`src/rtl/bpws_pkg.sv`:
```
// Package for the pattern word store: map, modes, constants
package bpws_pkg;
  localparam int          ADDR_W        = 8;
  localparam logic [7:0]  OFF_BYTE0     = 8'h3C;
  localparam logic [7:0]  OFF_BYTE1     = 8'h3D;
  localparam logic [7:0]  OFF_BYTE2     = 8'h3E;
  localparam logic [7:0]  OFF_BYTE3     = 8'h3F;
  localparam logic [7:0]  OFF_CTRL      = 8'h34;
  localparam logic [7:0]  OFF_COUNT     = 8'h33;
  localparam logic [7:0]  OFF_STATUS    = 8'h35;
  localparam logic [7:0]  BYTE_RST      = 8'h00;
  localparam logic [7:0]  CTRL_RST      = 8'h00;
  localparam logic [7:0]  COUNT_RST     = 8'h00;
  localparam int          CTRL_MODE_LSB = 0;
  localparam int          CTRL_LEN_LSB  = 2;
  localparam int          CTRL_EN_BIT   = 6;
  localparam logic [4:0]  HALF_TOP      = 5'h0F;
  localparam logic [4:0]  HIGH_BASE     = 5'h10;
  localparam logic [4:0]  REP_TOP_BASE  = 5'h10;

  typedef enum logic [1:0]
  {
    BPWS_PRBS = 2'b00,
    BPWS_REP  = 2'b01,
    BPWS_ALT  = 2'b10
  } bpws_mode_t;
endpackage

```
`src/rtl/bpws_store.sv`:
```
// Four-byte pattern store with registered read data
`timescale 1ns/1ns
`default_nettype none
module bpws_store
  import bpws_pkg::*;
(
  // Clock and reset
  input  wire logic        clk,
  input  wire logic        srst,
  // Access
  input  wire logic [1:0]  idx,
  input  wire logic [7:0]  wdata,
  input  wire logic        we,
  output logic      [7:0]  rdata,
  // Whole store
  output logic      [31:0] bits
);
  logic [7:0] mem_r [4];
  logic [7:0] mem_nxt [4];
  logic [7:0] rd_r;
  logic [7:0] rd_nxt;

  always_comb
  begin
    for (int i = 0; i < 4; i++)
      mem_nxt[i] = mem_r[i];
    if (we)
      mem_nxt[idx] = wdata;
    rd_nxt = mem_r[idx];
  end

  always_ff @(posedge clk)
  begin
    if (srst)
    begin
      for (int i = 0; i < 4; i++)
        mem_r[i] <= BYTE_RST;
      rd_r <= BYTE_RST;
    end
    else
    begin
      mem_r <= mem_nxt;
      rd_r  <= rd_nxt;
    end
  end

  assign rdata = rd_r;
  assign bits  = {mem_r[3], mem_r[2], mem_r[1], mem_r[0]};
endmodule // bpws_store
`default_nettype wire

```
`src/rtl/bpws_top.sv`:
```
// Pattern word store with serial generator and receive checker
`timescale 1ns/1ns
`default_nettype none
module bpws_top
  import bpws_pkg::*;
(
  // Clock and reset
  input  wire logic              clk,
  input  wire logic              srst,
  // Register port
  input  wire logic [ADDR_W-1:0] addr,
  input  wire logic [7:0]        wdata,
  input  wire logic              wr,
  input  wire logic              rd,
  output logic      [7:0]        rdata,
  // Bit stream, one bit per channel clock
  output logic                   tx_bit,
  input  wire logic              rx_bit,
  output logic                   rx_sync,
  output logic                   rx_err
);
  import bpws_pkg::*;

  ////////////////////////////////////////////////////////////////////////
  // Registers
  logic [31:0] bits;
  logic [7:0]  st_rdata;
  logic        st_we;
  logic [7:0]  ctrl_r, ctrl_nxt, cnt_r, cnt_nxt;
  logic [7:0]  rdata_r, rdata_nxt;
  logic        sel_st_r, sel_st_nxt;
  logic        is_st;
  // Receive side state and the registered transmit bit; sync and error flags read back through the status register
  logic        rx_m_r, rx_s_r, sync_r, sync_nxt, rx_err_r, rx_err_nxt, tx_r, tx_nxt;

  assign is_st = (addr[7:2] == OFF_BYTE0[7:2]);
  assign st_we = wr && is_st;

  bpws_store u_store
  (
    .clk   (clk),
    .srst  (srst),
    .idx   (addr[1:0]),
    .wdata (wdata),
    .we    (st_we),
    .rdata (st_rdata),
    .bits  (bits)
  );

  // Read data of other registers is muxed behind the store's registered output
  always_comb
  begin
    ctrl_nxt   = ctrl_r;
    cnt_nxt    = cnt_r;
    sel_st_nxt = rd && is_st;
    rdata_nxt  = 8'h00;
    if (wr && addr == OFF_CTRL)
      ctrl_nxt = wdata;
    if (wr && addr == OFF_COUNT)
      cnt_nxt = wdata;
    if (rd && addr == OFF_CTRL)
      rdata_nxt = ctrl_r;
    if (rd && addr == OFF_COUNT)
      rdata_nxt = cnt_r;
    if (rd && addr == OFF_STATUS)
      rdata_nxt = {6'h00, rx_err_r, sync_r};
  end

  ////////////////////////////////////////////////////////////////////////
  // Pattern sequencer, shared by generator and checker
  bpws_mode_t  mode;
  logic [3:0]  rep_len;
  logic        run;
  logic [4:0]  pos_r, pos_nxt;
  logic        hi_r, hi_nxt;
  logic [7:0]  rep_r, rep_nxt;
  logic        exp_bit;

  assign mode    = bpws_mode_t'(ctrl_r[CTRL_MODE_LSB +: 2]);
  assign rep_len = ctrl_r[CTRL_LEN_LSB +: 4];
  assign run     = ctrl_r[CTRL_EN_BIT];

  // Top bit index of a repetitive pattern: length field plus sixteen
  function automatic logic [4:0] rep_top(input logic [3:0] len);
    rep_top = REP_TOP_BASE + {1'b0, len};
  endfunction

  always_comb
  begin
    pos_nxt = pos_r;
    hi_nxt  = hi_r;
    rep_nxt = rep_r;
    if (!run)
    begin
      pos_nxt = 5'h00;
      hi_nxt  = 1'b0;
      rep_nxt = 8'h00;
    end
    else if (mode == BPWS_ALT)
    begin
      if (pos_r == HALF_TOP)
      begin
        pos_nxt = 5'h00;
        if (rep_r == cnt_r)
        begin
          rep_nxt = 8'h00;
          hi_nxt  = !hi_r;
        end
        else
          rep_nxt = rep_r + 8'h01;
      end
      else
        pos_nxt = pos_r + 5'h01;
    end
    else
    begin
      hi_nxt  = 1'b0;
      rep_nxt = 8'h00;
      if (pos_r >= rep_top(rep_len))
        pos_nxt = 5'h00;
      else
        pos_nxt = pos_r + 5'h01;
    end
  end

  // Low word from bit 0, high word from bit 16, LSB first
  assign exp_bit = (mode == BPWS_ALT && hi_r) ? bits[HIGH_BASE + pos_r]
                                              : bits[pos_r];

  ////////////////////////////////////////////////////////////////////////
  // Receive checker on the same sequence
  logic [5:0] good_r, good_nxt;

  always_comb
  begin
    tx_nxt     = run ? exp_bit : 1'b0;
    sync_nxt   = sync_r;
    good_nxt   = good_r;
    rx_err_nxt = 1'b0;
    if (!run)
    begin
      sync_nxt = 1'b0;
      good_nxt = 6'h00;
    end
    else if (rx_s_r == exp_bit)
    begin
      if (good_r != 6'h20)
        good_nxt = good_r + 6'h01;
      if (good_r == 6'h1F)
        sync_nxt = 1'b1;
    end
    else
    begin
      good_nxt   = 6'h00;
      rx_err_nxt = sync_r;
    end
  end

  always_ff @(posedge clk)
  begin
    if (srst)
    begin
      ctrl_r   <= CTRL_RST;
      cnt_r    <= COUNT_RST;
      rdata_r  <= 8'h00;
      sel_st_r <= 1'b0;
      pos_r    <= 5'h00;
      hi_r     <= 1'b0;
      rep_r    <= 8'h00;
      rx_m_r   <= 1'b0;
      rx_s_r   <= 1'b0;
      sync_r   <= 1'b0;
      good_r   <= 6'h00;
      rx_err_r <= 1'b0;
      tx_r     <= 1'b0;
    end
    else
    begin
      ctrl_r   <= ctrl_nxt;
      cnt_r    <= cnt_nxt;
      rdata_r  <= rdata_nxt;
      sel_st_r <= sel_st_nxt;
      pos_r    <= pos_nxt;
      hi_r     <= hi_nxt;
      rep_r    <= rep_nxt;
      rx_m_r   <= rx_bit;
      rx_s_r   <= rx_m_r;
      sync_r   <= sync_nxt;
      good_r   <= good_nxt;
      rx_err_r <= rx_err_nxt;
      tx_r     <= tx_nxt;
    end
  end

  // Store read data is itself registered, so the mux adds no latency
  assign rdata   = sel_st_r ? st_rdata : rdata_r;
  assign tx_bit  = tx_r;
  assign rx_sync = sync_r;
  assign rx_err  = rx_err_r;
endmodule // bpws_top
`default_nettype wire

```
`config.mk`:
```
export PLATFORM = sky130hd
export DESIGN_NAME = bpws_top
export DESIGN_NICKNAME = d
export VERILOG_FILES = /design/src/rtl/bpws_pkg.sv /design/src/rtl/bpws_store.sv /design/src/rtl/bpws_top.sv
export SDC_FILE = /design/constraint.sdc
export NUM_CORES = 1
export LEC_CHECK = 0
export BUFFER_PORTS_ARGS = -buffer_cell sky130_fd_sc_hd__buf_4
export CAP_MARGIN = 30
export CORE_MARGIN = 1.5
export CORE_UTILIZATION = 60
export CTS_CLUSTER_SIZE = 20
export DETAILED_ROUTE_END_ITERATION = 12
export PLACE_DENSITY_LB_ADDON = 0.05
export SLEW_MARGIN = 20
export SYNTH_ARGS = -nofsm -noshare
export SYNTH_HDL_FRONTEND = slang
export SYNTH_SLANG_ARGS = --single-unit
```
`constraint.sdc`:
```
create_clock -name clk -period 4.42 [get_ports clk]
set_clock_uncertainty 0.15 [all_clocks]
set_input_delay 0.884 -clock clk [delete_from_list [all_inputs] [get_ports clk]]
set_output_delay 0.884 -clock clk [all_outputs]
set_load 0.01 [all_outputs]
```
-- Word level (Yosys, flattened, before mapping)
Index checks and enable logic that the tools add are counted.
- flip-flop bits (word level): 90
- input bits: 21
- output and inout bits: 11
- word-level logic and storage cells: 79
- add/subtract/negate cells: 5
- magnitude comparators: 5
- eq/ne operators: 10
- multiplexer cells: 19
- bitwise gates (word level): 4
- reductions and logical operators: 17
- operators by type and width (cell ; count):
    2-to-1 mux 8 bit ; 7
    bitwise mux 32 bit ; 1
    equality test 8 x 6 -> 1 bit, second input constant ; 3
    binary-select mux 8 bit (select 2 bit) ; 1
    demux 8 bit (select 2 bit) ; 1
    2-to-1 mux 5 bit ; 3
    less-than comparator 5 x 6 -> 1 bit, second input constant ; 2
    binary-select mux 1 bit (select 5 bit) ; 2
    logical AND 1 bit ; 9
    OR reduction 3 bit ; 3
    adder 8 x 1 -> 8 bit, second input constant ; 1
    equality test 8 bit ; 1
    adder 6 x 1 -> 6 bit, second input constant ; 1
    equality test 6 x 4 -> 1 bit, second input constant ; 1
    equality test 6 x 5 -> 1 bit, second input constant ; 1
    != test 6 bit, second input constant ; 1
    adder 5 x 1 -> 5 bit, second input constant ; 1
    adder 5 x 4 -> 5 bit, first input constant ; 1
    adder 5 bit, first input constant ; 1
    equality test 5 x 4 -> 1 bit, second input constant ; 1
    greater-or-equal comparator 5 bit ; 1
    AND reduction 2 bit ; 2
    OR reduction 2 bit ; 2
    greater-or-equal comparator 3 bit, second input constant ; 1
    other kinds (8) ; 12

-- Depth between registers and ports, before layout
Gate-level depths: netlist of run 1.
- depth in word-level cells: 7
- mapped depth: 10
- depth with buffers taken out: 9

-- Modules after synthesis
From an unflattened synthesis of run 1, not the netlist that was laid out.
- cells, all modules: 432
- area total of the unflattened synthesis: 4331.7 µm²
- modules (own cells, without submodules) (module ; times used ; cells an instance ; area each (µm²) ; seq. area each (µm²)):
    bpws_top ; 1 ; 277 ; 2617.5 ; 1001.0
    bpws_store ; 1 ; 155 ; 1714.1 ; 800.8

-- Least setup slack after synthesis of run 1
Ideal clock, no wire load.
- path type: input -> register
- start: input addr[3]
- end: register rdata_r[0]
- library setup time: 67 ps
- arrival: 2116 ps
- data required time: 4203 ps
- path slack: 2087 ps
- stages: 5
- buffers on the path: 0
- path through: nor4_1 nand3_1 nor3_1 a222oi_1 nor2_1
- cells in the longest elaborated chain, start to end: 5
- elaborated cells between the ends (all ways): 9
- classes of those cells: eq/ne: 3; mux: 3; reduce/logical: 3
- ends and longest elaborated chain (what ; line ; RTL):
    from (decl) ; bpws_top.sv:11 ; input wire logic [ADDR_W-1:0] addr,
    equality test 8 x 6 -> 1 bit ; bpws_top.sv:61 ; if (rd && addr == OFF_CTRL)
    logical AND 1 bit ; bpws_top.sv:61 ;
    2-to-1 mux 8 bit ; bpws_top.sv:61 ;
    2-to-1 mux 8 bit ; bpws_top.sv:63 ; if (rd && addr == OFF_COUNT)
    2-to-1 mux 2 bit * ; bpws_top.sv:65 ; if (rd && addr == OFF_STATUS)
    to (signal assigned) ; bpws_top.sv:181 ; rdata_r <= rdata_nxt;
    to (decl) ; bpws_top.sv:30 ; logic [7:0] rdata_r, rdata_nxt;
Every way passes the cells marked *; elsewhere a longest branch is shown, timed or not.
A chain may end at the register's enable or synchronous reset.

-- Worst setup path in the final report of run 1
- start: input addr[3]
- end: register rdata_r[1]
The elaborated chain is that of the path after synthesis.

==> results.ini, run 1 <==
[floorplanning]
io_pins=32
row_count=30
floorplan.initialDensity_pct=62.0
die-area_um2=7490
die-height_um=86.5
core_area_um2=6760
die_w_um=86.5

[drt]
routedWlPerCell_um=16.7
drtIter0Drc=166
drc=0
drt_first_pass_iters=4
via_per_inst=5.70
postRouteAntennaNets=0
drt-total-wl_um=8740
vias=2987

[min_path]
min_path_type=flip-flop to flip-flop
hold_start=rx_m_r

[logic_synthesis]
ys_warn_count=0
async_flop_share_pct=0
synth-edff-count=0
syn_nets=447
ys_ff_latch=90
postSynthAreaPerCell_um2=10.1
yosysSeqAreaShare_pct=43.0
synth.distinct_cells=45
synthTopCellsByArea=dfxtp_1, mux2i_1, nor2_1, mux4_2, ha_1
synth_top_area_cell=dfxtp_1
synthCells=416
synth_top_area_share_pct=43.0
syn_area_um2=4190
ys.flop_type=dfxtp_1

[placement]
portBuffers=31
gp_congestion=0.806
dp_hpwl_um=6260
pre_cts_slack_ns=1.57

[final_layout]
fin_nets=470
n_antenna_cell=0
drive_above_1_share_pct=17.1
syn_to_final_growth_pct=10.9

[critical_path]
timing.rr.end=rx_sync
crit_fanout=8
r2r_slack_ns=2.02
reg2reg_depth=7
end_kind=flip-flop
worstPathArrival_ns=2.66
startpoint_type=input pin
crit_required_ns=4.56
path_class=input pin to flip-flop
critPathLaunch=addr[3]
endpoint=rdata_r[1]
r2r_start=pos_r[1]

[sta]
tightest_slew_ns=0.904
hold_slack_ns=0.309
max-slew-margin-rel_pct=39.3
rsz0062_at_grt=no
drv_slew=0
setup_violations=0
timing.fmax_mhz=397
period_minus_slack_ns=2.52
setup_ws_ns=1.90
setup_tns_ns=0
fin_crit_sh_pct=57.0
hold_violations=0

[cts]
clk_latency_ns=0.36
cts_setup_buffers=0
cts_sinks=90
cts_max_level=3
cts_resized=0
cts_root_buf=clkbuf_8
path_clk_slew_ns=0.09
cts-hold-fix-buffers=0
cts_tree=yes
clockBufferDepth=2
cts_buffers=9

[global_routing]
antenna_found_initial=0
grtUsageTotal_pct=25.1
grt_pass1_vias=2832
grt_max_degree=65
grt_remaining_overflow=0
grt_pass1_wl_um=14300

[pwr]
power.density_nw_per_um2=317
p_leak_nw=2.01
ir_drop_v=0.000169

[job]
max-cap-violations=0

[outcome]
run_status=completed

==> worst min path at each step <==
stage / to / depth (start not counted) / slack [ns]
2_1_floorplan: rx_s_r / 1 / 0.26
3_3_place_gp: rx_s_r / 1 / 0.28
3_5_place_dp: rx_s_r / 1 / 0.29
4_1_cts: rx_s_r / 1 / 0.31
5_1_grt: rx_s_r / 1 / 0.32
6_report: rx_s_r / 1 / 0.31
==> layer usage <==
metal | vias up | part of all wire, % | track usage, %
met2 | 73 | 43 | 37.1
met5 | - | 0 | 0
met4 | 0 | 1.8 | 9.82
met1 | 1402 | 51 | 37.1
met3 | 13 | 4.4 | 3.52
li1 | 1499 | - | -
==> area by class of cell <==
class	count	area, um2
sequential	90	1800
clock inverter	6	90.1
timing repair buffer	32	248
inverter	9	33.8
clock buffer	10	128
fill	535	2110
tap	80	100
multi-input combinational	297	2240
==> power by group <==
group | internal (W) | leakage, nW | switching (W) | total, W
sequential | 0.000811 | 0.725 | 0.00000128 | 0.000813
combinational | 0.0000194 | 1.18 | 0.0000288 | 0.0000482
clock | 0.000321 | 0.107 | 0.000288 | 0.000609
total | 0.00115 | 2.01 | 0.000318 | 0.00147
==> synth_stat cells, types with 9 or more instances <==
cell type,count
xor2_1,9
dfxtp_1,90
xnor2_1,14
inv_1,9
mux2i_1,62
ha_1,10
nand2_1,15
mux2_2,9
nor2_1,79
nor2b_1,12
clkbuf_1,13
nand3_1,12
==> cell families after synthesis <==
family                     share of synthesized area (%)
and+or+nand+nor                                     16.9
DFF                                                 43.0
muxes                                               21.9
AOI/OAI and AO/OA                                   6.19
buffers and inverters                               3.44
xor gates and xnor gates                            5.59
adders and majority gates                           2.99
==> worst max-delay path: stages <==
cell      delay, ns
buf_4          0.12
nor4_1         0.44
nand3_1        0.16
nor3_1         0.71
a222oi_1       0.21
nor2_1         0.14
==> cell usage in the layout (no fill, tap or decap), types with 2 or more instances in the layout <==
cell       instances
a21o_1             2
a21oi_1            5
a222oi_1           2
a22oi_1            8
and3_1             2
buf_4             31
bufinv_16          2
clkbuf_8           9
dfxtp_1           90
ha_1              10
inv_1              9
mux2_2             9
mux2i_1           62
mux4_2             8
nand2_1           15
nand2b_1           4
nand3_1           12
nand3b_1           3
nand4_1            7
nor2_1            79
nor2b_1           12
nor3_1             8
nor3b_1            2
nor4_1             3
o211ai_1           2
o21ai_0            2
or2_2              2
xnor2_1           14
xnor2_2            2
xor2_1             9
==> sequential cells by signal, indices dropped and copies added, names as in the netlist <==
name           count
rx_m_r             1
sel_st_r           1
rx_sync            1
u_store.bits      32
good_r             6
pos_r              5
rx_err             1
cnt_r              8
ctrl_r             8
tx_bit             1
u_store.rdata      8
rep_r              8
rdata_r            8
rx_s_r             1
hi_r               1
==> through the flow <==
| step | std cells | power [W] | cell area, um2 | utilization (%) |
|---|---|---|---|---|
| after floorplan | 416 | 0.000854 | 4190 | - |
| after global placement | 507 | 0.000880 | 4410 | 65.3 |
| after detailed placement | 507 | 0.000880 | 4410 | 65.3 |
| after CTS | 523 | 0.00148 | 4630 | 68.5 |
| after global routing | 524 | 0.00152 | 4640 | 68.7 |
| final | 524 | 0.00147 | 4640 | 68.7 |
Note: power is estimated with default switching activity, not from simulation.
==> run 2: changes to the inputs <==
clock period = 2.6 ns   (was 4.42 ns; I/O delays follow)
==> results.ini, run 2 (synthesis results as in run 1) <==
[placement]
placed_cell_area_um2=4510  ; +2.3%
gp_congestion=0.840  ; +4.3%
portBuffers=31  ; unchanged
dp_hpwl_um=6520  ; +4.2%

[final_layout]
syn_to_final_growth_pct=12.8
mostFrequentLayoutCell=dfxtp_1
n_antenna_cell=0  ; unchanged
drive_above_1_share_pct=18.9  ; +1.8 points
fin_nets=481  ; +2.3%
final_cell_area_um2=4720  ; +1.7%
mostFrequentLayoutCells=dfxtp_1, nor2_1, mux2i_1
largest_reg_flops=32  ; unchanged
num-fill-cells=551  ; +3.0%

[min_path]
min_path_type=input pin to flip-flop

[floorplanning]
row_count=30  ; unchanged
die_w_um=86.5  ; unchanged
floorplan.initialDensity_pct=62.0  ; unchanged
io_pins=32  ; unchanged
core_area_um2=6760  ; unchanged
die-height_um=86.5  ; unchanged
die-area_um2=7490  ; unchanged

[critical_path]
path_cells=buf_12 -> mux2_2 -> o21ai_0 -> o21ai_1 -> a311oi_4 -> nor4_1 -> a221o_2
startpoint_type=flip-flop
worstPathArrival_ns=2.32  ; -0.34 ns
crit_required_ns=2.71  ; -1.85 ns
critPathMaxStageDelay_ns=0.36  ; -0.35 ns
path_class=flip-flop to flip-flop
cpMaxStageDelayCell=dfxtp_1
crit_fanout=19  ; +11
end_kind=flip-flop

[cts]
cts_setup_buffers=0  ; unchanged
cts_buffers=9  ; unchanged
clk_latency_ns=0.37  ; about the same
clockBufferDepth=2  ; unchanged
cts_resized=0  ; unchanged
cts_sinks=90  ; unchanged
cts_max_level=3  ; unchanged
cts_root_buf=clkbuf_8
path_clk_slew_ns=0.08  ; about the same
cts-hold-fix-buffers=0  ; unchanged
cts_tree=yes

[drt]
drc=0  ; unchanged
drt-total-wl_um=9110  ; +4.2%
postRouteAntennaNets=0  ; unchanged
via_per_inst=5.72  ; +0.37%
vias=3061  ; +2.5%
drt_first_pass_iters=4  ; unchanged
routedWlPerCell_um=17.0  ; +2.1%
drtIter0Drc=143  ; -14%

[sta]
tightest_slew_ns=0.607  ; -0.297 ns
timing.fmax_mhz=452
setup_violations=0  ; unchanged
fin_crit_sh_pct=85.1
period_minus_slack_ns=2.21
hold_slack_ns=0.204  ; -0.105 ns
max-slew-margin-rel_pct=59.6  ; +20 points
rsz0062_at_grt=no
setup_tns_ns=0  ; unchanged
hold_violations=0  ; unchanged
drv_slew=0  ; unchanged

[pwr]
power.density_nw_per_um2=528  ; +67%
p_leak_nw=2.06  ; +2.7%
p_total_w=0.00250  ; +70%
ir_drop_v=0.000314  ; +86%

[global_routing]
grt_pass1_vias=2845  ; +0.46%
antenna_found_initial=0  ; unchanged
grtUsageTotal_pct=25.9  ; +0.81 points
grt_pass1_wl_um=14500  ; +0.96%
grt_remaining_overflow=0  ; unchanged
grt_max_degree=60  ; -7.7%

[job]
max-cap-violations=0  ; unchanged

[outcome]
run_status=completed

-- run 2: cell count changes in the layout (fill, tap and decap cells not counted), sizes merged --
| cell | delta |
|---|---|
| buf | +11 |
| inv | -1 |
| clkinv | +1 |
| clkinvlp | -1 |
| clkbuf | +1 |
-- run 2: power breakdown --
| group | total, W | switching (W) | internal, W |
|---|---|---|---|
| clock | 0.00103 | 0.000488 | 0.000541 |
| sequential | 0.00138 | 0.00000204 | 0.00138 |
| combinational | 0.0000858 | 0.0000506 | 0.0000352 |
| total | 0.00250 | 0.000540 | 0.00196 |
-- run 2: worst max-delay path, delay by kind of cell (launching register included) --
family	cells	cell delay, ns
AOI/OAI and AO/OA	4	0.94
buffers and inverters	1	0.18
DFF	1	0.36
muxes	1	0.36
and+or+nand+nor	1	0.10
-- run 2: layout make-up --
| type | instances | area [um2] | share of cell area (%) |
|---|---|---|---|
| sequential | 90 | 1800 | 38.2 |
| clock inverter | 5 | 78.8 | 1.67 |
| tap | 80 | 100 | 2.12 |
| timing repair buffer | 43 | 335 | 7.10 |
| inverter | 9 | 33.8 | 0.715 |
| clock buffer | 11 | 131 | 2.78 |
| multi-input combinational | 297 | 2240 | 47.5 |
-- run 2: per-stage QoR --
stage,utilization (%),std cells,setup WS (ns)
3_5_place_dp,66.8,519,0.384
4_1_cts,69.9,535,0.378
3_3_place_gp,66.8,519,0.439
5_1_grt,69.9,535,0.228
6_report,69.9,535,0.387
2_1_floorplan,-,416,0.560
-- run 2: per-layer routing --
metal | up-vias | part of all wire [%] | track usage, %
met3 | 13 | 6.8 | 4.29
met5 | - | 0 | 0
li1 | 1519 | - | -
met1 | 1440 | 48 | 37.8
met2 | 89 | 44 | 37.9
met4 | 0 | 1.5 | 11.1
-- run 2: final timing paths --
path,startpoint,to,slack (ns),cells after the start
setup / recovery,pos_r[1],rx_sync,0.39,7
hold / removal,srst,rx_s_r,0.20,2
setup reg to reg,pos_r[1],rx_sync,0.39,7
hold reg to reg,rx_m_r,rx_s_r,0.29,1
